===== src/hw/flash_ctl_regs.svh =====
`ifndef FLASH_CTL_REGS_SVH
`define FLASH_CTL_REGS_SVH

// Byte addresses on the register bus
`define ADDR_MAIN_FLASH_SIZE 12'h000
`define ADDR_BOOT_FLASH_SIZE 12'h004
`define ADDR_FLASH_CONTROL 12'h008
`define ADDR_UNLOCK_KEY 12'h00C

// Control register field positions
`define CTRL_START_BIT 15
`define CTRL_PERMIT_BIT 14
`define CTRL_FAILED_BIT 13
`define CTRL_UV_FAULT_BIT 12
`define CTRL_UV_ACTIVE_BIT 11
`define CTRL_OPSEL_MSB 3
`define CTRL_OPSEL_LSB 0

// Reset values
`define CTRL_RESET_VALUE 32'h0000_0000
`define OPSEL_RESET_VALUE 4'h0

// Legal main flash sizes in bytes
`define MAIN_FLASH_SIZE_16K 32'h0000_4000
`define MAIN_FLASH_SIZE_32K 32'h0000_8000
`define MAIN_FLASH_SIZE_64K 32'h0001_0000
`define MAIN_FLASH_SIZE_128K 32'h0002_0000
`define MAIN_FLASH_SIZE_256K 32'h0004_0000

// Boot region is fixed at 3 KB
`define BOOT_FLASH_SIZE_VALUE 32'h0000_0C00

// Unlock keys, arbitrary values
`define UNLOCK_KEY_FIRST_VALUE 32'h5A5A_1234
`define UNLOCK_KEY_SECOND_VALUE 32'hA5A5_8765

// Cycles that the launch pulse to the flash macro stays high
`define FLASH_GO_CYCLES 1

`endif


===== src/hw/flash_ctl_pkg.sv =====
package flash_ctl_pkg;

  typedef enum logic [3:0] {
    OP_NOP_0 = 4'h0,
    OP_WORD_PROGRAM = 4'h1,
    OP_NOP_2 = 4'h2,
    OP_ROW_PROGRAM = 4'h3,
    OP_PAGE_ERASE = 4'h4,
    OP_MAIN_ERASE = 4'h5,
    OP_NOP_6 = 4'h6
  } operation_select_t;

  typedef enum logic [3:0] {
    ST_IDLE = 4'b0001,
    ST_ISSUE = 4'b0010,
    ST_WAIT = 4'b0100,
    ST_DONE = 4'b1000
  } engine_state_t;

  typedef enum logic [3:0] {
    SEL_NONE = 4'b0000,
    SEL_MAIN_SIZE = 4'b0001,
    SEL_BOOT_SIZE = 4'b0010,
    SEL_CONTROL = 4'b0100,
    SEL_KEY = 4'b1000
  } reg_select_t;

endpackage


===== src/hw/flash_op_if.sv =====
interface flash_op_if;
  logic launch;
  logic [3:0] code;
  logic uv_seen;
  logic busy;
  logic finished;
  logic failed;

  modport ctrl (
    output launch,
    output code,
    output uv_seen,
    input busy,
    input finished,
    input failed
  );

  modport engine (
    input launch,
    input code,
    input uv_seen,
    output busy,
    output finished,
    output failed
  );
endinterface


===== src/hw/flash_op_engine.sv =====
`include "flash_ctl_regs.svh"

module flash_op_engine (
  input wire logic ref_clk,
  input wire logic rst,
  flash_op_if.engine op,
  output logic flash_go,
  output logic [3:0] flash_cmd,
  input wire logic flash_done_s,
  input wire logic flash_error_s
);

  flash_ctl_pkg::engine_state_t state_q;
  flash_ctl_pkg::engine_state_t state_d;
  logic failed_q;
  logic uv_hit_q;
  logic [3:0] cmd_q;

  // Codes that reach the flash macro; all others finish at once
  function automatic logic is_real_op(input logic [3:0] code);
    is_real_op = (code == flash_ctl_pkg::OP_WORD_PROGRAM) ||
                 (code == flash_ctl_pkg::OP_ROW_PROGRAM) ||
                 (code == flash_ctl_pkg::OP_PAGE_ERASE) ||
                 (code == flash_ctl_pkg::OP_MAIN_ERASE);
  endfunction

  wire real_op = is_real_op(op.code);

  always_comb begin
    state_d = state_q;
    unique case (state_q)
      flash_ctl_pkg::ST_IDLE: begin
        if (op.launch) begin
          state_d = real_op ? flash_ctl_pkg::ST_ISSUE : flash_ctl_pkg::ST_DONE;
        end
      end
      flash_ctl_pkg::ST_ISSUE: state_d = flash_ctl_pkg::ST_WAIT;
      flash_ctl_pkg::ST_WAIT: begin
        if (flash_done_s) begin
          state_d = flash_ctl_pkg::ST_DONE;
        end
      end
      flash_ctl_pkg::ST_DONE: state_d = flash_ctl_pkg::ST_IDLE;
      default: state_d = flash_ctl_pkg::ST_IDLE;
    endcase
  end

  always_ff @(posedge ref_clk) begin
    if (rst) begin
      state_q <= flash_ctl_pkg::ST_IDLE;
      cmd_q <= `OPSEL_RESET_VALUE;
    end else begin
      state_q <= state_d;
      if (op.launch) begin
        cmd_q <= op.code;
      end
    end
  end

  // Low voltage while a real operation is in ST_WAIT counts as a failed operation
  always_ff @(posedge ref_clk) begin
    if (rst || op.launch) begin
      uv_hit_q <= 1'b0;
      failed_q <= 1'b0;
    end else if (state_q == flash_ctl_pkg::ST_WAIT) begin
      uv_hit_q <= uv_hit_q | op.uv_seen;
      if (flash_done_s) begin
        failed_q <= flash_error_s | uv_hit_q | op.uv_seen;
      end
    end
  end

  assign flash_go = (state_q == flash_ctl_pkg::ST_ISSUE);
  assign flash_cmd = cmd_q;
  assign op.busy = (state_q != flash_ctl_pkg::ST_IDLE);
  assign op.finished = (state_q == flash_ctl_pkg::ST_DONE);
  assign op.failed = (state_q == flash_ctl_pkg::ST_DONE) && failed_q;

endmodule


===== src/hw/flash_size_ctrl.sv =====
// Function
// - Read-only word reporting main flash bytes
// - Main size is one of five legal values
// - Second read-only word reporting boot size
// - Boot size always reads 0x00000C00
// - Control register field layout and reset zero
// - Start needs permit and unlock; self-clears
// - Permit gates start, enables detector, resets
// - Hardware flags set; failed and UV fault cleared by launching 0000
// - Operation select writable only without permit
`include "flash_ctl_regs.svh"

module flash_size_ctrl #(
  parameter logic [31:0] MAIN_FLASH_BYTES = `MAIN_FLASH_SIZE_256K,
  parameter logic [31:0] UNLOCK_KEY_FIRST = `UNLOCK_KEY_FIRST_VALUE,
  parameter logic [31:0] UNLOCK_KEY_SECOND = `UNLOCK_KEY_SECOND_VALUE
) (
  input wire logic ref_clk,
  input wire logic rst,
  input wire logic device_reset,
  input wire logic psel,
  input wire logic penable,
  input wire logic pwrite,
  input wire logic [11:0] paddr,
  input wire logic [31:0] pwdata,
  input wire logic [3:0] pstrb,
  output logic [31:0] prdata,
  output logic pready,
  output logic pslverr,
  output logic flash_go,
  output logic [3:0] flash_cmd,
  input wire logic flash_done,
  input wire logic flash_error,
  input wire logic undervoltage_in,
  output logic undervoltage_detector_en
);

  localparam int SYNC_W = 3;

  ////////////////////////////////////////////////////////////////////////////
  // Pin synchronisers

  logic [SYNC_W-1:0] sync1_q;
  logic [SYNC_W-1:0] sync2_q;
  wire [SYNC_W-1:0] pins_raw = {undervoltage_in, flash_error, flash_done};

  genvar gi;
  generate
    for (gi = 0; gi < SYNC_W; gi++) begin : g_sync
      always_ff @(posedge ref_clk) begin
        if (rst) begin
          sync1_q[gi] <= 1'b0;
          sync2_q[gi] <= 1'b0;
        end else begin
          sync1_q[gi] <= pins_raw[gi];
          sync2_q[gi] <= sync1_q[gi];
        end
      end
    end
  endgenerate

  wire flash_done_s = sync2_q[0];
  wire flash_error_s = sync2_q[1];
  wire undervoltage_s = sync2_q[2];

  ////////////////////////////////////////////////////////////////////////////
  // Size constants

  function automatic logic legal_main_size(input logic [31:0] bytes);
    legal_main_size = (bytes == `MAIN_FLASH_SIZE_16K) ||
                      (bytes == `MAIN_FLASH_SIZE_32K) ||
                      (bytes == `MAIN_FLASH_SIZE_64K) ||
                      (bytes == `MAIN_FLASH_SIZE_128K) ||
                      (bytes == `MAIN_FLASH_SIZE_256K);
  endfunction

  // An illegal parameter falls back to the largest part
  wire [31:0] main_flash_size_value = legal_main_size(MAIN_FLASH_BYTES) ?
                                      MAIN_FLASH_BYTES : `MAIN_FLASH_SIZE_256K;
  wire [31:0] boot_region_size_value = `BOOT_FLASH_SIZE_VALUE;

  ////////////////////////////////////////////////////////////////////////////
  // Bus decode

  function automatic flash_ctl_pkg::reg_select_t decode(input logic [11:0] addr);
    case (addr)
      `ADDR_MAIN_FLASH_SIZE: decode = flash_ctl_pkg::SEL_MAIN_SIZE;
      `ADDR_BOOT_FLASH_SIZE: decode = flash_ctl_pkg::SEL_BOOT_SIZE;
      `ADDR_FLASH_CONTROL: decode = flash_ctl_pkg::SEL_CONTROL;
      `ADDR_UNLOCK_KEY: decode = flash_ctl_pkg::SEL_KEY;
      default: decode = flash_ctl_pkg::SEL_NONE;
    endcase
  endfunction

  wire flash_ctl_pkg::reg_select_t sel = decode(paddr);
  wire setup_phase = psel & ~penable;
  wire access_phase = psel & penable;
  wire addr_ok = (sel != flash_ctl_pkg::SEL_NONE);
  wire wr_ok = access_phase & pwrite & addr_ok;
  // Size words ignore writes; no error so a blind write-back is harmless
  wire ctrl_wr = wr_ok & (sel == flash_ctl_pkg::SEL_CONTROL);
  wire key_wr = wr_ok & (sel == flash_ctl_pkg::SEL_KEY);
  wire lane1_wr = ctrl_wr & pstrb[1];
  wire lane0_wr = ctrl_wr & pstrb[0];

  ////////////////////////////////////////////////////////////////////////////
  // Unlock sequence

  logic key_armed_q;
  logic unlocked_q;
  wire full_key_wr = key_wr & (pstrb == 4'hF);
  wire key_first_ok = full_key_wr & (pwdata == UNLOCK_KEY_FIRST);
  wire key_second_ok = full_key_wr & (pwdata == UNLOCK_KEY_SECOND) & key_armed_q;
  // Any other write to a mapped address breaks the sequence, as does its use by a control write
  wire other_wr = wr_ok & ~key_wr;

  always_ff @(posedge ref_clk) begin
    if (rst) begin
      key_armed_q <= 1'b0;
      unlocked_q <= 1'b0;
    end else begin
      if (key_wr) begin
        key_armed_q <= key_first_ok;
        unlocked_q <= key_second_ok;
      end else if (other_wr) begin
        key_armed_q <= 1'b0;
        unlocked_q <= 1'b0;
      end
    end
  end

  ////////////////////////////////////////////////////////////////////////////
  // Control register

  flash_op_if op ();

  logic start_q;
  logic launch_permit_q;
  logic operation_failed_flag_q;
  logic undervoltage_fault_flag_q;
  logic undervoltage_active_flag_q;
  logic [3:0] operation_select_q;
  logic launch_q;

  wire start_req = lane1_wr & pwdata[`CTRL_START_BIT];
  wire launch_ok = start_req & launch_permit_q & unlocked_q & ~start_q & ~op.busy;
  wire clear_flags = launch_q & (operation_select_q == flash_ctl_pkg::OP_NOP_0);
  wire uv_detect = undervoltage_s & launch_permit_q;

  logic start_d;
  logic permit_d;
  logic [3:0] opsel_d;

  always_comb begin
    start_d = start_q;
    if (launch_ok) begin
      start_d = 1'b1;
    end else if (op.finished) begin
      start_d = 1'b0;
    end
  end

  always_comb begin
    permit_d = launch_permit_q;
    if (device_reset) begin
      permit_d = 1'b0;
    end else if (lane1_wr) begin
      permit_d = pwdata[`CTRL_PERMIT_BIT];
    end
  end

  always_comb begin
    opsel_d = operation_select_q;
    if (lane0_wr && !launch_permit_q) begin
      opsel_d = pwdata[`CTRL_OPSEL_MSB:`CTRL_OPSEL_LSB];
    end
  end

  always_ff @(posedge ref_clk) begin
    if (rst) begin
      start_q <= 1'b0;
    end else begin
      start_q <= start_d;
    end
  end

  // Power-on reset, device reset or a control write with bit 14 clear may clear the permit
  always_ff @(posedge ref_clk) begin
    if (rst) begin
      launch_permit_q <= 1'b0;
    end else begin
      launch_permit_q <= permit_d;
    end
  end

  always_ff @(posedge ref_clk) begin
    if (rst) begin
      operation_select_q <= `OPSEL_RESET_VALUE;
    end else begin
      operation_select_q <= opsel_d;
    end
  end

  // One cycle late so the engine sees a settled code
  always_ff @(posedge ref_clk) begin
    if (rst) begin
      launch_q <= 1'b0;
    end else begin
      launch_q <= launch_ok;
    end
  end

  // Set wins over the clear of a zero-code launch
  always_ff @(posedge ref_clk) begin
    if (rst) begin
      operation_failed_flag_q <= 1'b0;
    end else if (op.failed) begin
      operation_failed_flag_q <= 1'b1;
    end else if (clear_flags) begin
      operation_failed_flag_q <= 1'b0;
    end
  end

  // Sticky until software clears it, even after the pin recovers
  always_ff @(posedge ref_clk) begin
    if (rst) begin
      undervoltage_fault_flag_q <= 1'b0;
    end else if (uv_detect) begin
      undervoltage_fault_flag_q <= 1'b1;
    end else if (clear_flags) begin
      undervoltage_fault_flag_q <= 1'b0;
    end
  end

  always_ff @(posedge ref_clk) begin
    if (rst) begin
      undervoltage_active_flag_q <= 1'b0;
    end else begin
      undervoltage_active_flag_q <= uv_detect;
    end
  end

  assign op.launch = launch_q;
  assign op.code = operation_select_q;
  assign op.uv_seen = uv_detect;
  assign undervoltage_detector_en = launch_permit_q;

  flash_op_engine u_engine (
    .ref_clk(ref_clk),
    .rst(rst),
    .op(op),
    .flash_go(flash_go),
    .flash_cmd(flash_cmd),
    .flash_done_s(flash_done_s),
    .flash_error_s(flash_error_s)
  );

  ////////////////////////////////////////////////////////////////////////////
  // Read path

  // Flags only come from hardware; bits 10:4 and 31:16 stay zero
  wire [31:0] ctrl_read = {
    16'h0000,
    start_q,
    launch_permit_q,
    operation_failed_flag_q,
    undervoltage_fault_flag_q,
    undervoltage_active_flag_q,
    7'h00,
    operation_select_q
  };

  logic [31:0] read_mux;

  always_comb begin
    read_mux = 32'h0000_0000;
    unique case (sel)
      flash_ctl_pkg::SEL_MAIN_SIZE: read_mux = main_flash_size_value;
      flash_ctl_pkg::SEL_BOOT_SIZE: read_mux = boot_region_size_value;
      flash_ctl_pkg::SEL_CONTROL: read_mux = ctrl_read;
      flash_ctl_pkg::SEL_KEY: read_mux = 32'h0000_0000;
      flash_ctl_pkg::SEL_NONE: read_mux = 32'h0000_0000;
    endcase
  end

  // Data and error are caught in the setup cycle so they come from flops
  logic [31:0] prdata_q;
  logic pslverr_q;

  always_ff @(posedge ref_clk) begin
    if (rst) begin
      prdata_q <= 32'h0000_0000;
      pslverr_q <= 1'b0;
    end else if (setup_phase) begin
      prdata_q <= pwrite ? 32'h0000_0000 : read_mux;
      pslverr_q <= ~addr_ok;
    end
  end

  assign prdata = prdata_q;
  assign pready = access_phase;
  assign pslverr = pslverr_q & access_phase;

endmodule


===== config.mk =====
export PLATFORM = sky130hd
export DESIGN_NAME = flash_size_ctrl
export DESIGN_NICKNAME = d
export VERILOG_FILES = /design/src/hw/flash_ctl_pkg.sv /design/src/hw/flash_op_if.sv /design/src/hw/flash_op_engine.sv /design/src/hw/flash_size_ctrl.sv
export VERILOG_INCLUDE_DIRS = /design/src /design/src/hw
export SDC_FILE = /design/constraint.sdc
export NUM_CORES = 1
export LEC_CHECK = 0
export BUFFER_PORTS_ARGS = -buffer_cell sky130_fd_sc_hd__buf_4
export CELL_PAD_IN_SITES_DETAIL_PLACEMENT = 0
export CELL_PAD_IN_SITES_GLOBAL_PLACEMENT = 1
export CORE_ASPECT_RATIO = 0.7
export CORE_UTILIZATION = 32
export CTS_BUF_LIST = sky130_fd_sc_hd__clkbuf_8 sky130_fd_sc_hd__clkbuf_16
export DETAILED_ROUTE_END_ITERATION = 8
export GPL_ROUTABILITY_DRIVEN = 0
export HOLD_SLACK_MARGIN = 0.08
export MAX_ROUTING_LAYER = met4
export PLACE_DENSITY_LB_ADDON = 0.1
export SLEW_MARGIN = 0
export SYNTH_ARGS = -nofsm -noshare
export SYNTH_HDL_FRONTEND = slang
export SYNTH_SLANG_ARGS = --single-unit

===== constraint.sdc =====
create_clock -name ref_clk -period 2.1 [get_ports ref_clk]
set_input_delay 0.42 -clock ref_clk [delete_from_list [all_inputs] [get_ports ref_clk]]
set_output_delay 0.42 -clock ref_clk [all_outputs]
set_load 0.05 [all_outputs]

==> results.py <==
metrics = {
    "synth": {
        "synth_flop_cell": "dfxtp_1",
        "synth_common_cells": "dfxtp_1, nor2_1, buf_4, nor2b_1",
        "yosys.area.top_type": "dfxtp_1",
        "synth_warnings": 0,
        "synth_edf_count": 0,
        "synthTopCellsByArea": "dfxtp_1, buf_4, nor2_1, nor4b_1, a22oi_1",
        "yosysMostFrequentCell": "dfxtp_1",
        "syn_inst": 210,
        "mappedNetlistArea_um2": 1890,
        "async_flop_share_pct": 0,
        "syn_avg_cell_area_um2": 9.01,
        "seq_area_frac_synth_pct": 42.3,
        "yosysTopAreaCellShare_pct": 42.3,
        "synth_cell_types": 44,
        "synth_seq_cells": 40,
    },
    "routing": {
        "avgViaCountPerCell": 4.71,
        "wire_per_inst_um": 12.6,
        "routed.top_layer": "met4",
        "drt-initial-drc-count": 49,
        "wl_met2_mm": 1.95,
        "firstDrtPassIters": 4,
        "wl_met3_um": 203,
        "drtAntennaViolNets": 0,
        "wl_met1_mm": 2.39,
        "post-route-drc-count": 0,
        "vias": 1715,
        "routed_wl_mm": 4.58,
    },
    "cells_and_area": {
        "nNetsFinal": 345,
        "antennaDiodeCount": 0,
        "synthToLayoutAreaGrowth_pct": 37.5,
        "final_layout_size_suffix_gt1_share_pct": 33.6,
    },
    "critical_path": {
        "rr_endpoint": "start_q",
        "start_kind": "flop",
        "crit_arrival_ns": 1.29,
        "reg2regPathDepth": 3,
        "criticalPathCategory": "flop to output port",
        "worstPathCellList": "nor4b_2 -> buf_4",
        "reg2reg_slack_ns": 0.46,
        "worstPathMaxFanout": 5,
        "required_ns": 1.68,
        "cpLargestDelayFamily": "simple AND/OR/NAND/NOR gates",
        "end_kind": "output port",
        "critical_path.max_stage_delay_ns": 0.39,
        "slowest_stage": "nor4b_2",
        "r2r_start": "u_engine.state_q[2]",
        "path_buf_inv": 1,
    },
    "clock_network": {
        "clockBufferDepth": 2,
        "clock_sinks": 40,
        "post-cts-setup-buffers": 0,
        "ctsResizeCount": 0,
        "cts_hold_buffers": 0,
        "numCtsBuffers": 5,
        "cts_root_buffer": "clkbuf_8",
        "cts-htree-levels": 2,
        "worstSkewPairLatency_ns": 0.29,
        "path_clk_slew_ns": 0.08,
        "cts_tree": "built",
    },
    "global_route": {
        "grt_pass1_vias": 1681,
        "grt_usage_pct": 16.7,
        "grt_pass1_wl_mm": 7.80,
        "grt_start_max_net_pins": 31,
        "grt_overflow_total": 0,
        "antenna_found_initial": 0,
    },
    "sta": {
        "fin_tns_setup_ns": 0,
        "min_period_ns": 1.71,
        "finalHoldViolations": 0,
        "drv_slew": 0,
        "clock-skew-final_ns": 0.00872,
        "rsz0062_at_grt": "no",
        "period_share_pct": 81.3,
        "clock.fmax_mhz": 586,
        "setup_viol": 0,
    },
    "placement": {
        "hpwl_mm": 3.63,
        "port_buffers": 75,
    },
    "power_and_ir_drop": {
        "vdd_drop_max_mv": 0.383,
        "switching_share_pct": 24.1,
        "p_leak_nw": 1.06,
        "finalPower_mw": 1.68,
        "power_frac_comb_pct": 13.6,
        "p_int_mw": 1.27,
        "clkPwrFrac_pct": 40.8,
        "powerDensity_nw_per_um2": 645,
        "p_seq_share_pct": 45.7,
        "netSwitchingPower_uw": 405,
    },
    "run": {
        "maxCapViolCount": 0,
    },
    "run_status": {
        "status": "complete, no violations",
    },
    "floorplanning": {
        "die_w_um": 93.9,
        "io_pins": 97,
        "die_h_um": 66.4,
        "dieArea_um2": 6230,
        "rows": 23,
        "start_util_pct": 33.1,
        "core_area_um2": 5730,
    },
    "min_path": {
        "hp-start": "device_reset",
        "hold_depth": 2,
        "hold_path.class": "primary input to flop",
        "whs_endpoint": "undervoltage_detector_en",
    },
}
## registers in the layout (all words and copies together), names as in the netlist, 3 cells and up
register / flops
u_engine.state_q: 4
sync1_q: 3
prdata: 11
op.code: 4
u_engine.flash_cmd: 4
## layout by cell type (no fill, tap or decap), types with 2 or more instances in the layout
cell	count
and3_1	2
inv_1	2
nor3_1	5
nor2_1	23
clkbuf_8	7
nand3b_1	2
nand3_1	8
nor4b_2	2
a32oi_1	3
buf_4	79
and4_1	3
nor4_1	4
mux2i_1	5
nor2b_1	9
o21ai_0	7
a21oi_1	8
nand4b_1	5
nand4_1	5
nor3b_1	2
nor4b_1	6
or4b_2	2
nand2b_1	5
nor4bb_1	2
conb_1	21
nand2_1	7
a22oi_1	8
dfxtp_1	40
## final cells by class
type	instances	area, um2
fill	581	3120
multi-input combinational	160	981
clock buffer	7	96.3
clock inverter	1	30.0
sequential	40	801
timing repair buffer	79	593
inverter	2	7.51
tap	75	93.8
## metrics by stage
step | utilization [%] | setup WS (ns) | hold WS (ns) | cells | instance area, um2
after floorplan | - | 0.171 | 0.414 | 230 | 1970
after global placement | 43.2 | 0.367 | 0.422 | 356 | 2480
after detailed placement | 43.2 | 0.395 | 0.427 | 356 | 2480
after CTS | 45.4 | 0.372 | 0.276 | 364 | 2600
after global routing | 45.4 | 0.316 | 0.274 | 364 | 2600
final | 45.4 | 0.393 | 0.280 | 364 | 2600
## metal layers
layer  track usage (%)  vias to the layer above
li1                  -                      887
met1              21.8                      783
met2              25.5                       40
met3              4.60                        5
met4              3.85                        0
met5                 -                        -
## cell families after synthesis
group / count (synthesis) / share of synthesized area, %
AO/OA/AOI/OAI: 34 / 11.9
multiplexers: 5 / 2.64
other: 1 / 0.198
flip-flops: 40 / 42.3
buffers and inverters: 30 / 10.2
AND/OR/NAND/NOR: 100 / 32.8
## worst max path at each step
stage                                    from                       end  slack [ns]  cells past startpoint
after floorplan           u_engine.state_q[2]       u_engine.state_q[0]        0.17                      3
after global placement               paddr[1]  undervoltage_detector_en        0.37                      6
after detailed placement             paddr[7]  undervoltage_detector_en        0.39                      6
after CTS                 u_engine.state_q[2]                  flash_go        0.37                      2
after global routing      u_engine.state_q[2]                  flash_go        0.32                      2
final                     u_engine.state_q[2]                  flash_go        0.39                      2
## power by group through the flow
stage / sequential, mW / combinational [mW] / clock, mW
after floorplan: 0.784 / 0.156 / 0
after global placement: 0.784 / 0.230 / 0
after detailed placement: 0.784 / 0.229 / 0
after CTS: 0.766 / 0.229 / 0.698
after global routing: 0.767 / 0.245 / 0.733
final: 0.766 / 0.228 / 0.684
Note: power is estimated with default switching activity, not from simulation.
